===== src/inc/rsq_pkg.sv =====
// Shared constants and types for the repeat sweep priority sequencer.
// Assumes a single system clock and an external analog front end with a
// start/done handshake.
package rsq_pkg;
    localparam int RSQ_NUM_RESULTS = 8;
    localparam int RSQ_RESULT_W = 10;
    localparam int RSQ_CH_W = 3;
    localparam logic [1:0] RSQ_WIDTH_RST = 2'h0;
    localparam logic [1:0] RSQ_GROUP_RST = 2'h0;
    localparam logic [RSQ_CH_W-1:0] RSQ_PRIORITY_CH = 3'h0;
    localparam logic [RSQ_CH_W-1:0] RSQ_GROUP_BASE_STEP = 3'h4;
    localparam logic [RSQ_RESULT_W-1:0] RSQ_RESULT_RST = 10'h000;
    localparam logic RSQ_TRIG_IDLE = 1'b1;
    localparam logic RSQ_PRIO_FIRST = 1'b1;
    localparam logic [1:0] RSQ_FIRST_OTHER = 2'h1;
    localparam logic [1:0] RSQ_WIDTH_PRIO_ONLY = 2'h0;

    typedef enum logic [1:0] {
        RSQ_TRIG_SOFT = 2'h0,
        RSQ_TRIG_HARD = 2'h1
    } rsq_trig_e;

    typedef struct packed {
        logic conv_start_bit;
        logic trigger_source_sel;
        logic [1:0] sweep_width_sel;
        logic [1:0] input_group_sel;
    } rsq_ctrl_s;

    typedef struct packed {
        logic start;
        logic [RSQ_CH_W-1:0] channel;
    } rsq_conv_req_s;
endpackage


===== src/logic/rsq_sequencer.sv =====
// Sequencer for repeat sweep mode with one priority input.
// Assumes the converter front end takes a one-cycle start with a channel
// and returns a one-cycle done with the result; all inputs but resetn synchronous.

// What this block does
// Selected inputs are converted repeatedly with the priority input between each other input.
// The swept set comes from the sweep width field and the input group field.
// The sweep width picks input 0 only, 0 to 1, 0 to 2, or 0 to 3.
// Software keeps all swept inputs inside one group.
// With software trigger, the sweep starts when the start bit is set.
// With hardware trigger, the sweep starts on a trigger pin fall after the start bit is set.
// Converting stops only when software clears the start bit.
// No conversion-complete interrupt is ever raised in this mode.
// Each result goes to the result register of the converted input.
// A new conversion of an input overwrites that input's result register.
module rsq_sequencer
    import rsq_pkg::*;
#(
    parameter int RESULT_W = RSQ_RESULT_W
) (
    input wire logic core_clk, // System clock, 25 MHz.
    input wire logic resetn, // Asynchronous reset, active low.
    input wire rsq_ctrl_s ctrl, // Control bits from software.
    input wire logic ext_conv_trigger_pin, // External trigger, falling edge.
    input wire logic conv_done, // Converter finished, one-cycle pulse.
    input wire logic [RESULT_W-1:0] conv_data, // Result with conv_done.
    output rsq_conv_req_s conv_req, // Start pulse and channel to convert.
    output logic busy, // High while the sweep runs.
    output logic conv_irq, // Conversion-complete request, held low.
    output logic [RSQ_NUM_RESULTS-1:0][RESULT_W-1:0] conv_result_regs // Results.
);

    typedef enum logic [1:0] {
        ST_IDLE,
        ST_ARMED,
        ST_ISSUE,
        ST_WAIT
    } rsq_state_e;

    // Sweep state and trigger history.
    rsq_state_e state_reg;
    logic trig_prev_reg;
    logic prio_turn_reg;
    logic [1:0] other_idx_reg;
    logic [RSQ_CH_W-1:0] cur_ch_reg;

    // Decoded control and the channel chosen for the next issue.
    logic run_req;
    logic hard_sel;
    logic [1:0] width_sel;
    logic prio_only;
    logic [RSQ_CH_W-1:0] group_base;
    logic [RSQ_CH_W-1:0] prio_ch;
    logic [1:0] other_cur;
    logic [RSQ_CH_W-1:0] other_ch;
    logic other_wrap;
    logic take_prio;
    logic [RSQ_CH_W-1:0] issue_ch;
    logic [1:0] other_next;

    // Sequencing events.
    logic trig_fall;
    logic in_rest;
    logic in_issue;
    logic in_wait;
    logic issue_ok;
    logic done_taken;
    logic [RSQ_NUM_RESULTS-1:0] res_wr_en;

    assign run_req = ctrl.conv_start_bit;
    assign hard_sel = (2'(ctrl.trigger_source_sel) == RSQ_TRIG_HARD);
    assign width_sel = ctrl.sweep_width_sel;
    assign prio_only = (width_sel == RSQ_WIDTH_PRIO_ONLY);

    // The group field offsets every channel, so one group is always used.
    assign group_base = RSQ_CH_W'(ctrl.input_group_sel) * RSQ_GROUP_BASE_STEP;
    assign prio_ch = group_base + RSQ_PRIORITY_CH;
    // A width lowered mid-sweep below the next other input sends that turn back to the first one.
    assign other_cur = (other_idx_reg > width_sel) ? RSQ_FIRST_OTHER : other_idx_reg;
    assign other_ch = group_base + RSQ_CH_W'(other_cur);
    assign other_wrap = (other_cur >= width_sel);
    // With width zero only the priority input is converted, so no interleave.
    assign take_prio = prio_turn_reg || prio_only;
    assign issue_ch = take_prio ? prio_ch : other_ch;
    assign other_next = other_wrap ? RSQ_FIRST_OTHER : other_cur + 2'h1;

    // History resets to the idle high level so reset release is no fall.
    assign trig_fall = trig_prev_reg && !ext_conv_trigger_pin;
    // Rest states hold the sweep position at its start.
    assign in_rest = (state_reg == ST_IDLE) || (state_reg == ST_ARMED);
    assign in_issue = (state_reg == ST_ISSUE);
    assign in_wait = (state_reg == ST_WAIT);
    // An issue cut short by a cleared start bit sends no pulse.
    assign issue_ok = in_issue && run_req;
    // A done outside the wait state belongs to no issued conversion.
    assign done_taken = in_wait && conv_done;

    // Previous pin level for the falling-edge detector.
    always_ff @(posedge core_clk or negedge resetn) begin
        if (!resetn) begin
            trig_prev_reg <= RSQ_TRIG_IDLE;
        end else begin
            trig_prev_reg <= ext_conv_trigger_pin;
        end
    end

    // Clearing the start bit wins over every other transition.
    always_ff @(posedge core_clk or negedge resetn) begin
        if (!resetn) begin
            state_reg <= ST_IDLE;
        end else if (!run_req) begin
            state_reg <= ST_IDLE;
        end else begin
            unique case (state_reg)
                ST_IDLE: begin
                    if (hard_sel) begin
                        state_reg <= ST_ARMED;
                    end else begin
                        state_reg <= ST_ISSUE;
                    end
                end
                ST_ARMED: begin
                    if (!hard_sel) begin
                        state_reg <= ST_ISSUE;
                    end else if (trig_fall) begin
                        state_reg <= ST_ISSUE;
                    end
                end
                ST_ISSUE: begin
                    state_reg <= ST_WAIT;
                end
                ST_WAIT: begin
                    if (conv_done) begin
                        state_reg <= ST_ISSUE;
                    end
                end
            endcase
        end
    end

    // Priority turn alternates on every issue and restarts high when idle.
    always_ff @(posedge core_clk or negedge resetn) begin
        if (!resetn) begin
            prio_turn_reg <= RSQ_PRIO_FIRST;
        end else if (in_rest) begin
            prio_turn_reg <= RSQ_PRIO_FIRST;
        end else if (in_issue) begin
            prio_turn_reg <= !prio_turn_reg;
        end
    end

    // Only an issue of an other input moves on to the next other input.
    always_ff @(posedge core_clk or negedge resetn) begin
        if (!resetn) begin
            other_idx_reg <= RSQ_FIRST_OTHER;
        end else if (in_rest) begin
            other_idx_reg <= RSQ_FIRST_OTHER;
        end else if (in_issue && !take_prio) begin
            other_idx_reg <= other_next;
        end
    end

    // Channel of the conversion in flight, used to steer its result.
    always_ff @(posedge core_clk or negedge resetn) begin
        if (!resetn) begin
            cur_ch_reg <= RSQ_PRIORITY_CH;
        end else if (in_issue) begin
            cur_ch_reg <= issue_ch;
        end
    end

    // One start pulse per issue with the start bit still set; the channel holds until the next issue.
    always_ff @(posedge core_clk or negedge resetn) begin
        if (!resetn) begin
            conv_req.start <= 1'b0;
            conv_req.channel <= RSQ_PRIORITY_CH;
        end else begin
            conv_req.start <= issue_ok;
            if (in_issue) begin
                conv_req.channel <= issue_ch;
            end
        end
    end

    // Busy drops on the first edge that sees the start bit cleared.
    always_ff @(posedge core_clk or negedge resetn) begin
        if (!resetn) begin
            busy <= 1'b0;
        end else begin
            busy <= run_req && (in_issue || in_wait);
        end
    end

    // The sweep never raises the completion request.
    always_ff @(posedge core_clk or negedge resetn) begin
        if (!resetn) begin
            conv_irq <= 1'b0;
        end else begin
            conv_irq <= 1'b0;
        end
    end

    // One result entry per input; a done writes only the entry in flight.
    genvar gi;
    generate
        for (gi = 0; gi < RSQ_NUM_RESULTS; gi++) begin : g_res
            localparam logic [RSQ_CH_W-1:0] ENTRY_CH = RSQ_CH_W'(gi);
            logic entry_hit;

            // The entry matches when the conversion in flight is its own input.
            assign entry_hit = (cur_ch_reg == ENTRY_CH);
            assign res_wr_en[gi] = done_taken && entry_hit;
            always_ff @(posedge core_clk or negedge resetn) begin
                if (!resetn) begin
                    conv_result_regs[gi] <= RESULT_W'(RSQ_RESULT_RST);
                end else if (res_wr_en[gi]) begin
                    conv_result_regs[gi] <= conv_data;
                end
            end
        end
    endgenerate
endmodule


===== config.mk =====
export PLATFORM = sky130hd
export DESIGN_NAME = rsq_sequencer
export DESIGN_NICKNAME = d
export VERILOG_FILES = /design/src/inc/rsq_pkg.sv /design/src/logic/rsq_sequencer.sv
export SDC_FILE = /design/constraint.sdc
export NUM_CORES = 1
export LEC_CHECK = 0
export BUFFER_PORTS_ARGS = -buffer_cell sky130_fd_sc_hd__buf_2
export CAP_MARGIN = 10
export CORE_MARGIN = 8
export CORE_UTILIZATION = 50
export CTS_CLUSTER_DIAMETER = 80
export DETAILED_ROUTE_END_ITERATION = 8
export PLACE_DENSITY_LB_ADDON = 0.3
export SLEW_MARGIN = 20
export SYNTH_ARGS = -nofsm -noshare
export SYNTH_HDL_FRONTEND = slang
export SYNTH_SLANG_ARGS = --single-unit

===== constraint.sdc =====
create_clock -name core_clk -period 5.5 [get_ports core_clk]
set_clock_uncertainty 0.2 [all_clocks]
set_input_delay 1.65 -clock core_clk [delete_from_list [all_inputs] [get_ports core_clk]]
set_output_delay 1.65 -clock core_clk [all_outputs]
set_load 0.02 [all_outputs]

==> metrics.md <==
| Metric | Value |
|---|---|
| Port Buffers | 103 |
| Top FF cell, synth | dfrtp_1 |
| Initial antenna violation count | 0 |
| Final ANT Viol Nets | 0 |
| I/O pin count | 106 |
| Final worst slack | 2083 ps |
| Final Hold Vio Count | 0 |
| ANT cells | 0 |
| Crit path capture type | register |
| FFs w/ async S/R, synth | 1.000 |
| Clock Pin Slew Worst Setup and Hold Paths | 80 ps |
| Worst Hold Class | reg2reg |
| Syn Inst Count | 229 |
| Final setup vio count | 0 |
| Layout cells sized above 1 | 0.6210 |
| Die H | 102.1 um |
| Slowest stage delay, CP | 300 ps |
| Total number of vias | 2,228 |
| Pin count of the biggest net entering global routing | 66 |
| Yosys warning count | 0 |
| Setup crit start kind | input pin |
| Drt wl/cell | 18.82 um |
| Synthesized area | 3704 um^2 |
| Clk sinks | 91 |
| Clock tree buffer depth | 2 |
| Number of synthesized flops with an enable pin | 0 |
| Cell variety after synth | 34 |
| Count leader, synth | dfrtp_1 |
| First-pass GRT wire length | 13.27 mm |
| CTS resizes | 0 |
| Core region area | 7214 um^2 |
| Die Width | 102.1 um |
| Worst r2r src | other_idx_reg[0]$_DFFE_PN1P_ |
| Slew @ Worst Pin | 788.6 ps |
| Fmax | 292.7 MHz |
| Biggest regs | conv_result_regs (80), conv_req (4) |
| Final worst-path cycle share | 0.6212 |
| Setup TNS | 0 ps |
| Residual DRC | 0 |
| Peak VDD IR | 0.0001554 V |
| Yosys top cell area share | 0.5946 |
| Dpl ws | 1720 ps |
| Max FFs per register | 80 |
| R2R cell count | 11 |
| Worst reg-to-reg setup slack | 3070 ps |
| Cell taking the most area after synthesis | dfrtp_1 |
| Required time worst endpoint | 5570 ps |
| Drt pass-1 iters | 4 |
| CTS tree | yes |
| GP Congestion | 0.8103 |
| CP arrival | 3480 ps |
| Critical Path, Cell by Cell | buf_2 > inv_1 > ha_1 > nor2b_1 > o21ai_0 > nand2_1 > inv_1 > ha_1 > nand2b_1 > a21oi_1 > o211ai_1 > o211ai_1 |
| Hold slack final | 305.1 ps |
| Setup bufs post-CTS | 0 |
| Post-synthesis register bit count | 91 |
| GRT Total Usage | 0.1695 |
| Placed insts | 426 |
| Post-Layout Cell Count | 442 |
| CP max-delay cell | ha_1 |
| Row cnt | 31 |
| Final nets | 362 |
| Synth Net Count | 253 |
| Total die area | 10,420 um^2 |
| Mapped Avg Cell Area | 16.17 um^2 |
| TritonCTS buffer count | 9 |
| Final Slew Violations | 0 |
| Post-DR vias/cell | 5.041 |
| FF-to-FF End | other_idx_reg[1]$_DFFE_PN0P_ |
| Crit path to | other_idx_reg[1]$_DFFE_PN0P_ |
| Vias in the first global route | 2,448 |
| Biggest register | conv_result_regs |
| H-tree depth | 3 |
| Pleak | 2.488 nW |
| Hold wc startpoint | conv_result_regs[48]$_DFFE_PN0P_ |
| Sequential area share after synthesis | 0.6159 |
| Finished Core Util | 0.6289 |
| Filler cells | 609 |
| Area contributors post-synth | dfrtp_1 59%, mux2_2 19%, mux2_4 8.1% |
| Post-synth top cells | 88 x dfrtp_1, 61 x mux2_2, 20 x mux2_4, 5 x inv_1, 5 x nand2_1 |
| DRT Wirelength | 8.320 mm |
| Root buffer cell | clkbuf_8 |
| Tmin final | 3417 ps |
| Max-slew headroom | 0.4737 |
| Area growth syn-to-layout | 22.50% |
| Final HPWL DP | 5.943 mm |
| Outcome | finished clean |
| Clk_lat worst skew | 340 ps |
| 1st-iter DRT viols | 28 |
| CP startpoint | ctrl[3] |
| CTS hold repair buffers | 0 |
| Starting Density | 0.5134 |
| Unrepaired setup endpoints after global routing | false |
| Worst-path maximum fanout | 3 |
| GR Overflow Total | 0 |
| PwrDens | 394.2 nW/um^2 |
| Max-Cap Viols | 0 |
| CP Class | in2reg |
==> metal layers <==
| layer | GRT usage | part of all wire | vias up |
|---|---|---|---|
| met2 | 0.2719 | 0.49 | 70 |
| li1 | - | - | 1031 |
| met3 | 0.04019 | 0.072 | 10 |
| met1 | 0.2110 | 0.42 | 1117 |
| met4 | 0.08014 | 0.013 | 0 |
| met5 | 0 | 0 | - |
==> layout make-up <==
cell class / instances / area, um^2 / area share
multi-input cells: 127 / 1346 / 0.2967
clock buffers: 10 / 127.6 / 0.02813
well taps: 99 / 123.9 / 0.02730
repair buffers: 104 / 525.5 / 0.1158
inverters: 5 / 18.77 / 0.004137
clock inverters: 6 / 113.9 / 0.02510
flip-flops and latches: 91 / 2281 / 0.5028
==> where the power goes <==
group	internal [W]	switching (W)	total, W
clock	0.000303	0.000229	0.000532
combinational	0.000176	0.000238	0.000415
sequential	0.000775	0.0000671	0.000842
==> placed cells by master, fill, tap and decap left out, types with 2 or more instances in the layout <==
cell | Yosys | routed
a21oi_1 | 2 | 2
a22o_1 | 2 | 2
a31oi_1 | 2 | 2
buf_2 | 1 | 102
buf_4 | 1 | 2
bufinv_16 | 0 | 3
clkbuf_8 | 0 | 9
clkinvlp_4 | 0 | 2
dfrtp_1 | 88 | 88
dfstp_2 | 3 | 3
ha_1 | 4 | 4
inv_1 | 5 | 5
mux2_2 | 61 | 61
mux2_4 | 20 | 20
nand2_1 | 5 | 5
nand2b_1 | 2 | 2
nand3b_1 | 2 | 2
nor2_1 | 3 | 3
nor2_2 | 4 | 4
nor3_1 | 2 | 2
nor3_4 | 2 | 2
o211ai_1 | 2 | 2
==> worst min path at each step <==
| stage | endpoint | slack [ps] | cells past startpoint |
|---|---|---|---|
| floorplan | prio_turn_reg$_DFFE_PN1P_ | 310 | 2 |
| global placement | conv_result_regs[79]$_DFFE_PN0P_ | 280 | 1 |
| detailed placement | conv_result_regs[8]$_DFFE_PN0P_ | 290 | 1 |
| CTS | conv_result_regs[66]$_DFFE_PN0P_ | 310 | 1 |
| global route | conv_result_regs[48]$_DFFE_PN0P_ | 320 | 1 |
| finish | conv_result_regs[48]$_DFFE_PN0P_ | 310 | 1 |
==> critical path, delay by kind of cell <==
kind | cells | cell delay (ps)
adders and majority gates | 2 | 510
AOI/OAI and AO/OA | 4 | 700
and+or+nand+nor | 3 | 430
buffers and inverters | 3 | 200
==> cell families after synthesis <==
| kind of cell | share of synthesized area |
|---|---|
| flops | 0.6159 |
| fa+ha+maj | 0.01351 |
| xor+xnor | 0.002365 |
| simple gates | 0.05946 |
| compound gates | 0.02061 |
| buf+inv | 0.02061 |
| other cells | 0.001013 |
| mux | 0.2666 |
==> through the flow <==
stage | power (W) | cell area (um^2)
after detailed placement | 0.001278 | 4295
final | 0.001788 | 4537
after global routing | 0.001873 | 4537
after floorplan | 0.001108 | 3704
after CTS | 0.001808 | 4537
after global placement | 0.001263 | 4295
Power figures use the tool's default switching activity.
